### src/include/fms_pkg.sv
// Constants and types shared by the flow meter serial slave.
package fms_pkg;
   localparam int CLK_HZ = 50_000_000;
   localparam int BAUD_PER_UNIT = 10;
   localparam logic [15:0] RATE_480 = 16'h01e0;
   localparam logic [15:0] RATE_960 = 16'h03c0;
   localparam logic [15:0] RATE_1920 = 16'h0780;
   localparam logic [15:0] RATE_11520 = 16'h2d00;
   localparam logic [15:0] RATE_RST = RATE_960;
   // Bit periods in clock cycles, rounded down from the line rate.
   localparam int BIT_CYC_480 = CLK_HZ / (480 * BAUD_PER_UNIT);
   localparam int BIT_CYC_960 = CLK_HZ / (960 * BAUD_PER_UNIT);
   localparam int BIT_CYC_1920 = CLK_HZ / (1920 * BAUD_PER_UNIT);
   localparam int BIT_CYC_11520 = CLK_HZ / (11520 * BAUD_PER_UNIT);
   localparam logic [15:0] REG_FLOW = 16'h0000;
   localparam logic [15:0] REG_TEMP = 16'h0001;
   localparam logic [15:0] REG_RO_LAST = 16'h0004;
   localparam logic [15:0] REG_STATION = 16'h0028;
   localparam logic [15:0] REG_RATE = 16'h0029;
   localparam logic [7:0] STATION_RST = 8'h01;
   localparam logic [7:0] STATION_MIN = 8'h01;
   localparam logic [7:0] STATION_MAX = 8'h20;
   localparam logic [7:0] FC_READ = 8'h03;
   localparam logic [7:0] FC_WRITE = 8'h06;
   localparam logic [7:0] EXC_FLAG = 8'h80;
   localparam logic [7:0] EXC_FUNC = 8'h01;
   localparam logic [7:0] EXC_ADDR = 8'h02;
   localparam logic [7:0] EXC_VALUE = 8'h03;
   localparam logic [15:0] MAX_READ_REGS = 16'h007d;
   localparam logic [3:0] REQ_LEN = 4'h8;
   localparam logic [3:0] STOP_BIT = 4'h9;
   localparam logic [5:0] SILENCE_BITS = 6'h23;
   localparam logic [15:0] CRC_INIT = 16'hffff;
   localparam logic [15:0] CRC_POLY = 16'ha001;
   localparam logic [7:0] LEN_WRITE = 8'h08;
   localparam logic [7:0] LEN_EXC = 8'h05;
   localparam logic [7:0] LEN_READ_BASE = 8'h05;
   typedef enum logic [0:0] {LK_LISTEN = 1'b0, LK_SEND = 1'b1} fms_link_t;
endpackage : fms_pkg

### src/logic/fms_crc_step.sv
// One byte step of the reflected 16-bit frame check.
`timescale 1ns/10ps
module fms_crc_step (
   input wire logic [15:0] crc_i,
   input wire logic [7:0] data_i,
   output logic [15:0] crc_o
);
   import fms_pkg::*;
   // Eight shift steps unrolled by the loop; the check is low byte first on the wire.
   always_comb begin
      logic [15:0] c;
      c = crc_i ^ {8'h00, data_i};
      for (int i = 0; i < 8; i++) begin
         c = c[0] ? ((c >> 1) ^ CRC_POLY) : (c >> 1);
      end
      crc_o = c;
   end
endmodule : fms_crc_step

### src/logic/fms_modbus_slave.sv
// Serial bus slave answering register read and write requests.
`timescale 1ns/10ps
module fms_modbus_slave #(
   parameter int BIT_CYC_R480 = fms_pkg::BIT_CYC_480,
   parameter int BIT_CYC_R960 = fms_pkg::BIT_CYC_960,
   parameter int BIT_CYC_R1920 = fms_pkg::BIT_CYC_1920,
   parameter int BIT_CYC_R11520 = fms_pkg::BIT_CYC_11520
) (
   input wire logic mclk_i,
   input wire logic nrst_i,
   input wire logic rx_i,
   input wire logic [15:0] flow_i,
   input wire logic [15:0] temp_i,
   output logic tx_o,
   output logic de_o,
   output logic [7:0] station_o,
   output logic [15:0] line_rate_o
);
   import fms_pkg::*;

   fms_link_t link_q;
   logic [7:0] station_q;
   logic [15:0] rate_q;
   logic [13:0] bit_cyc;
   logic rx_busy_q, rx_stb, rx_bad;
   logic [13:0] rx_cnt_q;
   logic [3:0] rx_bit_q;
   logic [7:0] rx_sh_q;
   logic [13:0] gap_cnt_q;
   logic [5:0] gap_bits_q;
   logic gap_tick, frame_end;
   logic [7:0] buf_q [0:7];
   logic [3:0] nbytes_q;
   logic bad_q;
   logic [15:0] crc_rx_q, crc_rx_n, crc_tx_q, crc_tx_n;
   logic accept;
   logic [15:0] a_w, v_w;
   logic [16:0] rd_end;
   logic [7:0] exc_d, exc_q;
   logic write_q, wr_station, wr_rate;
   logic [7:0] tx_len_q, tx_idx_q, tx_byte, off;
   logic [15:0] rd_word;
   logic tx_busy_q, tx_q, de_q;
   logic [13:0] tx_cnt_q;
   logic [3:0] tx_bit_q;
   logic [9:0] tx_sh_q;

   assign tx_o = tx_q;
   assign de_o = de_q;
   assign station_o = station_q;
   assign line_rate_o = rate_q;

   // Bit period follows the line-rate register; only legal codes can be stored.
   always_comb begin
      unique case (rate_q)
         RATE_480: bit_cyc = 14'(BIT_CYC_R480 - 1);
         RATE_1920: bit_cyc = 14'(BIT_CYC_R1920 - 1);
         RATE_11520: bit_cyc = 14'(BIT_CYC_R11520 - 1);
         default: bit_cyc = 14'(BIT_CYC_R960 - 1);
      endcase
   end

   // Receiver: start edge, half-bit wait, then one sample per bit mid-cell.
   assign rx_stb = rx_busy_q && (rx_cnt_q == 14'h0000) && (rx_bit_q == STOP_BIT);
   assign rx_bad = rx_stb && !rx_i;
   always_ff @(posedge mclk_i or negedge nrst_i) begin
      if (!nrst_i) begin
         rx_busy_q <= 1'b0;
         rx_cnt_q <= 14'h0000;
         rx_bit_q <= 4'h0;
         rx_sh_q <= 8'h00;
      end else if (!rx_busy_q) begin
         if (!rx_i) begin
            rx_busy_q <= 1'b1;
            rx_cnt_q <= bit_cyc >> 1;
            rx_bit_q <= 4'h0;
         end
      end else if (rx_cnt_q != 14'h0000) begin
         rx_cnt_q <= rx_cnt_q - 14'h0001;
      end else begin
         rx_cnt_q <= bit_cyc;
         rx_bit_q <= rx_bit_q + 4'h1;
         if (rx_bit_q == 4'h0 && rx_i) begin
            rx_busy_q <= 1'b0; // A glitch, not a start bit.
         end else if (rx_bit_q == STOP_BIT) begin
            rx_busy_q <= 1'b0;
         end else if (rx_bit_q != 4'h0) begin
            rx_sh_q <= {rx_i, rx_sh_q[7:1]};
         end
      end
   end

   // Silence timer in bit periods; any line activity restarts it.
   assign gap_tick = (gap_cnt_q == bit_cyc);
   assign frame_end = gap_tick && (gap_bits_q == SILENCE_BITS - 6'h01) && (nbytes_q != 4'h0);
   always_ff @(posedge mclk_i or negedge nrst_i) begin
      if (!nrst_i) begin
         gap_cnt_q <= 14'h0000;
         gap_bits_q <= 6'h00;
      end else if (rx_busy_q || !rx_i) begin
         gap_cnt_q <= 14'h0000;
         gap_bits_q <= 6'h00;
      end else if (gap_tick) begin
         gap_cnt_q <= 14'h0000;
         if (gap_bits_q != SILENCE_BITS) begin
            gap_bits_q <= gap_bits_q + 6'h01;
         end
      end else begin
         gap_cnt_q <= gap_cnt_q + 14'h0001;
      end
   end

   fms_crc_step u_crc_rx (
      .crc_i(crc_rx_q),
      .data_i(rx_sh_q),
      .crc_o(crc_rx_n)
   );

   // Frame collection; running the check over the whole frame leaves zero when intact.
   // Bytes heard while we drive the line are our own echo and are dropped.
   always_ff @(posedge mclk_i or negedge nrst_i) begin
      if (!nrst_i) begin
         nbytes_q <= 4'h0;
         bad_q <= 1'b0;
         crc_rx_q <= CRC_INIT;
         for (int i = 0; i < 8; i++) begin
            buf_q[i] <= 8'h00;
         end
      end else if (frame_end) begin
         nbytes_q <= 4'h0;
         bad_q <= 1'b0;
         crc_rx_q <= CRC_INIT;
      end else if (rx_stb && link_q == LK_LISTEN && !rx_bad) begin
         if (nbytes_q < REQ_LEN) begin
            buf_q[nbytes_q[2:0]] <= rx_sh_q;
         end
         if (nbytes_q <= REQ_LEN) begin
            nbytes_q <= nbytes_q + 4'h1; // Nine marks an overlong frame.
         end
         crc_rx_q <= crc_rx_n;
      end else if (rx_bad) begin
         bad_q <= 1'b1;
      end
   end

   // Only an intact eight-byte frame for our station gets an answer.
   assign accept = frame_end && link_q == LK_LISTEN && !bad_q && nbytes_q == REQ_LEN
                   && crc_rx_q == 16'h0000 && buf_q[0] == station_q;
   assign a_w = {buf_q[2], buf_q[3]};
   assign v_w = {buf_q[4], buf_q[5]};
   assign rd_end = {1'b0, a_w} + {1'b0, v_w} - 17'h00001;
   assign wr_station = (a_w == REG_STATION) && v_w >= {8'h00, STATION_MIN}
                       && v_w <= {8'h00, STATION_MAX};
   assign wr_rate = (a_w == REG_RATE) && (v_w == RATE_480 || v_w == RATE_960
                    || v_w == RATE_1920 || v_w == RATE_11520);

   // Exception code for the request, zero when it can be carried out.
   always_comb begin
      exc_d = 8'h00;
      if (buf_q[1] == FC_READ) begin
         if (v_w == 16'h0000 || v_w > MAX_READ_REGS) begin
            exc_d = EXC_VALUE;
         end else if (!(rd_end <= {1'b0, REG_RO_LAST} || (a_w >= REG_STATION
                      && rd_end <= {1'b0, REG_RATE}))) begin
            exc_d = EXC_ADDR;
         end
      end else if (buf_q[1] == FC_WRITE) begin
         if (a_w != REG_STATION && a_w != REG_RATE) begin
            exc_d = EXC_ADDR;
         end else if (!wr_station && !wr_rate) begin
            exc_d = EXC_VALUE;
         end
      end else begin
         exc_d = EXC_FUNC;
      end
   end

   // Configuration registers change only on an accepted write.
   always_ff @(posedge mclk_i or negedge nrst_i) begin
      if (!nrst_i) begin
         station_q <= STATION_RST;
         rate_q <= RATE_RST;
      end else if (accept && buf_q[1] == FC_WRITE && exc_d == 8'h00) begin
         if (wr_station) begin
            station_q <= buf_q[5];
         end
         if (wr_rate) begin
            rate_q <= v_w;
         end
      end
   end

   // Register read map; reserved words read as zero.
   function automatic logic [15:0] reg_rd(input logic [15:0] a);
      if (a == REG_FLOW) return flow_i;
      if (a == REG_TEMP) return temp_i;
      if (a == REG_STATION) return {8'h00, station_q};
      if (a == REG_RATE) return rate_q;
      return 16'h0000;
   endfunction : reg_rd

   // Reply byte chosen by position; the check follows low byte first.
   assign off = tx_idx_q - 8'h03;
   // The addressed word is fetched once; a function result cannot be sliced in place.
   assign rd_word = reg_rd(a_w + {9'h000, off[7:1]});
   always_comb begin
      tx_byte = buf_q[0];
      if (tx_idx_q == tx_len_q - 8'h02) begin
         tx_byte = crc_tx_q[7:0];
      end else if (tx_idx_q == tx_len_q - 8'h01) begin
         tx_byte = crc_tx_q[15:8];
      end else if (exc_q != 8'h00) begin
         if (tx_idx_q == 8'h01) tx_byte = buf_q[1] | EXC_FLAG;
         else if (tx_idx_q == 8'h02) tx_byte = exc_q;
      end else if (write_q) begin
         tx_byte = buf_q[tx_idx_q[2:0]];
      end else if (tx_idx_q == 8'h01) begin
         tx_byte = buf_q[1];
      end else if (tx_idx_q == 8'h02) begin
         tx_byte = {buf_q[5][6:0], 1'b0};
      end else if (tx_idx_q > 8'h02) begin
         tx_byte = off[0] ? rd_word[7:0] : rd_word[15:8];
      end
   end

   fms_crc_step u_crc_tx (
      .crc_i(crc_tx_q),
      .data_i(tx_byte),
      .crc_o(crc_tx_n)
   );

   // Transmit sequencer; it starts only from an accepted request.
   // The driver stays enabled for the whole reply so bytes go out back to back.
   always_ff @(posedge mclk_i or negedge nrst_i) begin
      if (!nrst_i) begin
         link_q <= LK_LISTEN;
         de_q <= 1'b0;
         tx_q <= 1'b1;
         tx_busy_q <= 1'b0;
         tx_cnt_q <= 14'h0000;
         tx_bit_q <= 4'h0;
         tx_sh_q <= 10'h3ff;
         tx_idx_q <= 8'h00;
         tx_len_q <= 8'h00;
         crc_tx_q <= CRC_INIT;
         exc_q <= 8'h00;
         write_q <= 1'b0;
      end else begin
         unique case (link_q)
            LK_LISTEN: begin
               if (accept) begin
                  link_q <= LK_SEND;
                  de_q <= 1'b1;
                  exc_q <= exc_d;
                  write_q <= (buf_q[1] == FC_WRITE);
                  tx_idx_q <= 8'h00;
                  crc_tx_q <= CRC_INIT;
                  tx_len_q <= (exc_d != 8'h00) ? LEN_EXC : (buf_q[1] == FC_WRITE) ? LEN_WRITE
                              : LEN_READ_BASE + {buf_q[5][6:0], 1'b0};
               end
            end
            LK_SEND: begin
               if (!tx_busy_q) begin
                  if (tx_idx_q == tx_len_q) begin
                     link_q <= LK_LISTEN;
                     de_q <= 1'b0;
                  end else begin
                     tx_busy_q <= 1'b1;
                     tx_q <= 1'b0;
                     tx_sh_q <= {1'b1, tx_byte, 1'b0};
                     tx_bit_q <= 4'h0;
                     tx_cnt_q <= bit_cyc;
                  end
               end else if (tx_cnt_q != 14'h0000) begin
                  tx_cnt_q <= tx_cnt_q - 14'h0001;
               end else if (tx_bit_q == STOP_BIT) begin
                  tx_busy_q <= 1'b0;
                  tx_idx_q <= tx_idx_q + 8'h01;
                  if (tx_idx_q < tx_len_q - 8'h02) begin
                     crc_tx_q <= crc_tx_n;
                  end
               end else begin
                  tx_cnt_q <= bit_cyc;
                  tx_bit_q <= tx_bit_q + 4'h1;
                  tx_sh_q <= {1'b1, tx_sh_q[9:1]};
                  tx_q <= tx_sh_q[1];
               end
            end
         endcase
      end
   end
endmodule : fms_modbus_slave

### config.mk
export PLATFORM = sky130hd
export DESIGN_NAME = fms_modbus_slave
export DESIGN_NICKNAME = d
export VERILOG_FILES = /design/src/include/fms_pkg.sv /design/src/logic/fms_crc_step.sv /design/src/logic/fms_modbus_slave.sv
export SDC_FILE = /design/constraint.sdc
export NUM_CORES = 1
export LEC_CHECK = 0
export BUFFER_PORTS_ARGS = -buffer_cell sky130_fd_sc_hd__buf_2
export CORE_MARGIN = 2
export CORE_UTILIZATION = 30
export CTS_CLUSTER_DIAMETER = 40
export DETAILED_ROUTE_END_ITERATION = 7
export PLACE_DENSITY = 0.52
export SKIP_CTS_REPAIR_TIMING = 1
export SLEW_MARGIN = 15
export SYNTH_ARGS = -nofsm -noshare
export SYNTH_HDL_FRONTEND = slang
export SYNTH_SLANG_ARGS = --single-unit
### constraint.sdc
create_clock -name mclk_i -period 16.68 [get_ports mclk_i]
set_input_delay 1.668 -clock mclk_i [delete_from_list [all_inputs] [get_ports mclk_i]]
set_output_delay 1.668 -clock mclk_i [all_outputs]
set_load 0.03 [all_outputs]
; ---- Word level (Yosys, flattened, before mapping)
; Index checks and enable logic that the tools add are counted.
[op_classes]
n_reduce_logical = 64
n_shift = 0
n_mux = 121
magnitude_cmp = 13
multipliers = 0
bitwise_logic = 25
n_eq_ne = 42
div = 0
addsub = 15
[op_table]
columns = operator, count
row1 = 2-to-1 mux 16 bit, 31
row2 = 2-to-1 mux 8 bit, 21
row3 = 2-to-1 mux 14 bit, 9
row4 = bitwise mux 64 bit, 1
row5 = equality test 16 x 6 -> 1 bit (second input constant), 4
row6 = logical NOT 16 bit, 3
row7 = NOT 2 -> 3 bit, 16
row8 = one-hot mux 14 bit (3 select lines), 1
row9 = 2-to-1 mux 10 bit, 4
row10 = 2-to-1 mux 4 bit, 10
row11 = equality test 16 x 11 -> 1 bit (second input constant), 2
row12 = equality test 16 x 14 -> 1 bit (second input constant), 2
row13 = equality test 16 x 9 -> 1 bit (second input constant), 2
row14 = equality test 8 bit, 4
row15 = != test 16 x 6 -> 1 bit (second input constant), 2
row16 = one-hot mux 16 bit (2 select lines), 1
row17 = XOR 16 x 8 -> 16 bit, 2
row18 = 2-to-1 mux 1 bit, 31
row19 = nonzero test 14 bit, 2
row20 = subtractor 14 x 1 -> 14 bit (second input constant), 2
row21 = binary-select mux 8 bit (select 3 bit), 1
row22 = demux 8 bit (select 3 bit), 1
row23 = logical AND 1 bit, 22
row24 = 2-to-1 mux 6 bit, 3
row25 = other kinds (51), 103
[word_totals]
n_memories = 0
inputBits = 35
register_bits = 229
elab_cells = 311
mem_bits_rw = 0
latch_bits = 0
mem_bits_ro = 0
out_inout_bits = 26

; ---- Longest topological paths before layout
[depth]
ltp_word = 44
ltp_mapped = 25
depth_no_buf = 21

; ---- Hierarchy
; Synthesis repeated with hierarchy kept, for this count alone.
[unflattened]
cells_unflattened = 1633
hier_area_um2 = 15317.2
[by_module_without_submodules]
columns = module, cells_per_inst, n_inst, area_each_um2, seq_area_each_um2
row1 = fms_modbus_slave, 1577, 1, 14729.1, 5587.9
row2 = fms_crc_step, 28, 2, 294.0, 0.0

; ---- Least setup slack after synthesis
; OpenSTA, ideal clock, no wires.
[synth_path]
kind = register to register
startpoint = register tx_idx_q[0]
endpoint = register crc_tx_q[0]
path_stages_with_launch = 26
required_ns = 16.607
setup_slack_ns = 10.659
path_buffers = 6
arrival_time_ns = 5.948
period_less_slack_ns = 6.021
setup_time_ns = 0.073
path_cell_list = dfrtp_1 clkbuf_1 buf_1 clkbuf_1 buf_1 a21oi_1 nor3b_1 xor2_1 ha_1 buf_2 a21oi_4 nand2_1 o2111a_1 mux2_4 or2_1 buf_6 nor3_2 nand2_1 o211ai_1 or3b_2 a21oi_1 mux2i_1 o22ai_2 xnor2_1 xnor3_1 a21oi_1
[synth_via]
elab_chain_len = 34
word_cells_on_any_way = 66
cone_classes = 2 x add/sub / 2 x order compare / 8 x eq/ne / 43 x mux / 9 x bitwise / 2 x reduce/logical
[synth_rtl]
columns = item, line_no
row1 = from (decl), fms_modbus_slave.sv:41  ; logic [7:0] tx_len_q, tx_idx_q, tx_byte, off;
row2 = from (signal assigned), fms_modbus_slave.sv:278  ; tx_idx_q <= tx_idx_q + 8'h01;
row3 = subtractor 8 x 2 -> 8 bit, fms_modbus_slave.sv:203  ; assign off = tx_idx_q - 8'h03;
row4 = adder 16 x 7 -> 16 bit, fms_modbus_slave.sv:205  ; assign rd_word = reg_rd(a_w + {9'h000, off[7:1]});
row5 = equality test 16 x 6 -> 1 bit, fms_modbus_slave.sv:198  ; if (a == REG_RATE) return rate_q;
row6 = 2-to-1 mux 1 bit (2 in series), fms_modbus_slave.sv:198
row7 = 2-to-1 mux 1 bit, fms_modbus_slave.sv:197  ; if (a == REG_STATION) return {8'h00, station_q};
row8 = 2-to-1 mux 1 bit, fms_modbus_slave.sv:196  ; if (a == REG_TEMP) return temp_i;
row9 = 2-to-1 mux 16 bit, fms_modbus_slave.sv:199  ; return 16'h0000;
row10 = 2-to-1 mux 16 bit, fms_modbus_slave.sv:198
row11 = [11 not listed], n/a
row12 = 2-to-1 mux 16 bit / NOT 2 -> 3 bit (equally long branches) (6 in series), n/a
row13 = NOT 2 -> 3 bit (no line) / 2-to-1 mux 16 bit (equally long branches), n/a
row14 = 2-to-1 mux 16 bit (2 in series), fms_crc_step.sv:14  ; c = c[0] ? ((c >> 1) ^ CRC_POLY) : (c >> 1);
row15 = 2-to-1 mux 16 bit, fms_modbus_slave.sv:279  ; if (tx_idx_q < tx_len_q - 8'h02) begin
row16 = 2-to-1 mux 16 bit, fms_modbus_slave.sv:276  ; end else if (tx_bit_q == STOP_BIT) begin
row17 = 2-to-1 mux 16 bit, fms_modbus_slave.sv:274  ; end else if (tx_cnt_q != 14'h0000) begin
row18 = 2-to-1 mux 16 bit, fms_modbus_slave.sv:263  ; if (!tx_busy_q) begin
row19 = one-hot mux 16 bit (2 select lines), fms_modbus_slave.sv:249  ; unique case (link_q)
row20 = to (signal assigned), fms_modbus_slave.sv:280  ; crc_tx_q <= crc_tx_n;
row21 = to (decl), fms_modbus_slave.sv:35  ; logic [15:0] crc_rx_q, crc_rx_n, crc_tx_q, crc_tx_n;
; Several ways; a longest one is shown, not always the timed one. The select of a mux whose other input is x is not followed.
; A chain may end at the register's enable or synchronous reset.

; ---- Final worst setup path
[layout_path]
startpoint = register tx_idx_q[2]
endpoint = register crc_tx_q[0]
; The elaborated chain is that of the path after synthesis.

==> results_dict.tcl <==
set metrics [dict create \
    row_count 82 \
    worstMarginPinSlew_ns 1.030 \
    clockRootBuffer "clkbuf_16" \
    synth_top_area_share_pct 29.06 \
    timing.rr.end "crc_tx_q[0]" \
    r2r_start "tx_idx_q[2]" \
    arrival_ns 6.90 \
    synth_cell_type_count 84 \
    viasPerCell 5.290 \
    synth_area_sq_um 15070 \
    ys_seq_area_share_pct 37.08 \
    reg2reg_depth 19 \
    maxCapViolations 0 \
    drtIter0Drc 980 \
    start_kind "flop" \
    crit_required_ns 17.14 \
    max-vdd-ir-drop_uv 58.73 \
    total_power_w 0.001482 \
    r2r_setup_slack_ns 10.25 \
    drive_gt1_share_pct 17.49 \
    grt.overflow.total 0 \
    status "completed" \
    fin_crit_ns 6.432 \
    cts_tree "done" \
    crit_start "tx_idx_q[2]" \
    n_antenna_cell 0 \
    async_reset_ff_share_pct 100.0 \
    relSlewSlack_pct 31.30 \
    setup_viol 0 \
    cts_buffers 41 \
    postPlaceCellArea_sq_um 16020 \
    place_inst 2363 \
    synth.avg_cell_area_sq_um 8.890 \
    nets 1836 \
    grt_usage_pct 17.90 \
    drc_errors 0 \
    end_kind "flop" \
    hold_class "flop to flop" \
    powerDensity_nw_per_um2 85.02 \
    coreArea_sq_um 49860 \
    grt_max_degree 111 \
    io_buffers 60 \
    crit_type "flop to flop" \
    dp_hpwl_microns 34630 \
    vias 12900 \
    finalNonFillerCells 2439 \
    clk_latency_ns 0.54 \
    cts_sinks 221 \
    synth_most_common_cell "dfrtp_1" \
    grt_pass1_vias 12700 \
    io_pins 61 \
    netlist_top_cells_area "dfrtp_1 29%, dfstp_2 8.0%, ha_1 5.4%" \
    synth-edff-count 0 \
    synth_area_leader_cell "dfrtp_1" \
    finalHoldViolCount 0 \
    synth_seq_cells 221 \
    dr.pass1.iters 5 \
    synth_fp_nets 1797 \
    fmax_mhz 155.5 \
    grt_pass1_wl_microns 74370 \
    antenna_found_initial 0 \
    syn_inst 1695 \
    postRouteAntennaNets 0 \
    die_w_microns 228.1 \
    fin_area_sq_um 17430 \
    ys_top_cells_by_count "175 x dfrtp_1, 167 x nand2_1, 153 x nor2_1" \
    routedWlPerCell_microns 19.27 \
    rsz0062_at_grt "false" \
    synth-main-ff-cell "dfrtp_1" \
    timing.setup.tns_ns 0 \
    syn_to_final_growth_pct 15.70 \
    routed_wl_microns 47000 \
    die_h_microns 228.1 \
    ys_warn_count 0 \
    h-tree-depth 2 \
    skew_ns 0.01740 \
    clkTransAtPathRegs_ns 0.05 \
    crit_path_end "crc_tx_q[0]" \
    cellLeakagePower_nw 7.761 \
    cts_buffer_depth 3 \
    globalplace.congestion 0.8951 \
    cp_max_fo 26 \
    initial_core_util_pct 30.22 \
    dieArea_sq_um 52040 \
    drv_slew 0 \
    post-route-period-util_pct 38.56 \
]
-- power breakdown --
group | switching (W) | internal, W | total, W
registers | 0.0000176 | 0.000555 | 0.000572
clock network | 0.000316 | 0.000532 | 0.000848
logic | 0.0000346 | 0.0000269 | 0.0000615
-- sequential cells by signal (all words and copies together), names as in the netlist, 2 cells and up --
signal       cells
tx_idx_q         8
crc_rx_q        16
gap_bits_q       6
station_o        8
tx_cnt_q        14
gap_cnt_q       14
tx_bit_q         4
tx_sh_q          8
buf_q           48
rx_bit_q         4
line_rate_o     16
a_w             16
nbytes_q         4
rx_cnt_q        14
crc_tx_q        16
rx_sh_q          8
exc_q            2
tx_len_q         8
-- per-layer routing --
metal	global-route usage [%]	vias to the layer above	wire, microns
met4	5.147	0	1148
met5	0	-	0
met2	29.99	331	22490
li1	-	6166	-
met1	24.05	6331	21190
met3	2.475	74	2167
-- cells by family (layout without fill, tap and decap cells) --
family / Yosys count / count (layout) / share of synthesized area, %
and+or+nand+nor: 606 / 606 / 19.70
buffers and inverters: 183 / 255 / 4.733
muxes: 114 / 114 / 9.508
adders and majority gates: 67 / 67 / 5.663
xor gates and xnor gates: 119 / 119 / 7.207
DFF: 221 / 221 / 37.08
AOI/OAI and AO/OA: 385 / 385 / 16.10
-- final cells by class --
class | count | area (sq um)
Fill cell | 5196 | 32430
Multi-Input combinational cell | 1291 | 8770
Sequential cell | 221 | 5589
Clock buffer | 49 | 1107
Tap cell | 672 | 840.8
Timing Repair Buffer | 77 | 437.9
Inverter | 102 | 382.9
Clock inverter | 27 | 306.5
-- how the worst min path moves through the flow --
stage,to,slack (ns),depth (start not counted),from
2_1_floorplan,bad_q,0.47,2,bad_q
3_3_place_gp,tx_o,0.48,2,tx_o
3_5_place_dp,tx_o,0.48,2,tx_o
4_1_cts,tx_o,0.49,2,tx_o
5_1_grt,tx_sh_q[8],0.52,2,tx_sh_q[8]
6_report,tx_o,0.48,2,tx_o
-- stage by stage --
step / hold WS [ns] / setup WS (ns) / util (%)
floorplan: 0.4671 / 10.66 / -
global placement: 0.4780 / 10.51 / 32.12
detailed placement: 0.4841 / 10.35 / 32.12
CTS: 0.4907 / 10.33 / 34.96
global route: 0.5155 / 9.810 / 34.96
finish: 0.4842 / 10.25 / 34.96
-- critical path: stages, from the launching register on --
cell and delay, ns:
dfrtp_1 0.76, or4_1 0.73, a211oi_1 0.25, xor2_1 0.23, ha_1 0.33, a21oi_1 0.30, o22ai_1 0.14, or4_1 0.52
a21oi_1 0.18, nand4_1 0.32, nor3_2 0.45, nand2_1 0.11, o211ai_1 0.10, or3b_2 0.45, a21oi_1 0.31, mux2i_1 0.33
o22ai_2 0.16, xnor2_1 0.28, xnor3_1 0.26, a21oi_1 0.14
-- cells in the final DEF (no fill, tap or decap), types with 42 or more instances in the layout --
| master | Yosys | final |
|---|---|---|
| inv_1 | 99 | 99 |
| ha_1 | 65 | 65 |
| o21ai_0 | 109 | 109 |
| dfrtp_1 | 175 | 174 |
| mux2_2 | 69 | 69 |
| xor2_1 | 65 | 65 |
| xnor2_1 | 49 | 49 |
| nand3_1 | 46 | 46 |
| buf_2 | 12 | 59 |
| nor2_1 | 153 | 152 |
| nor3_1 | 59 | 59 |
| clkbuf_16 | 0 | 42 |
| dfstp_2 | 46 | 46 |
| nand2_1 | 167 | 167 |
| a21oi_1 | 104 | 104 |
No activity file was read; power rests on OpenSTA's default activity.
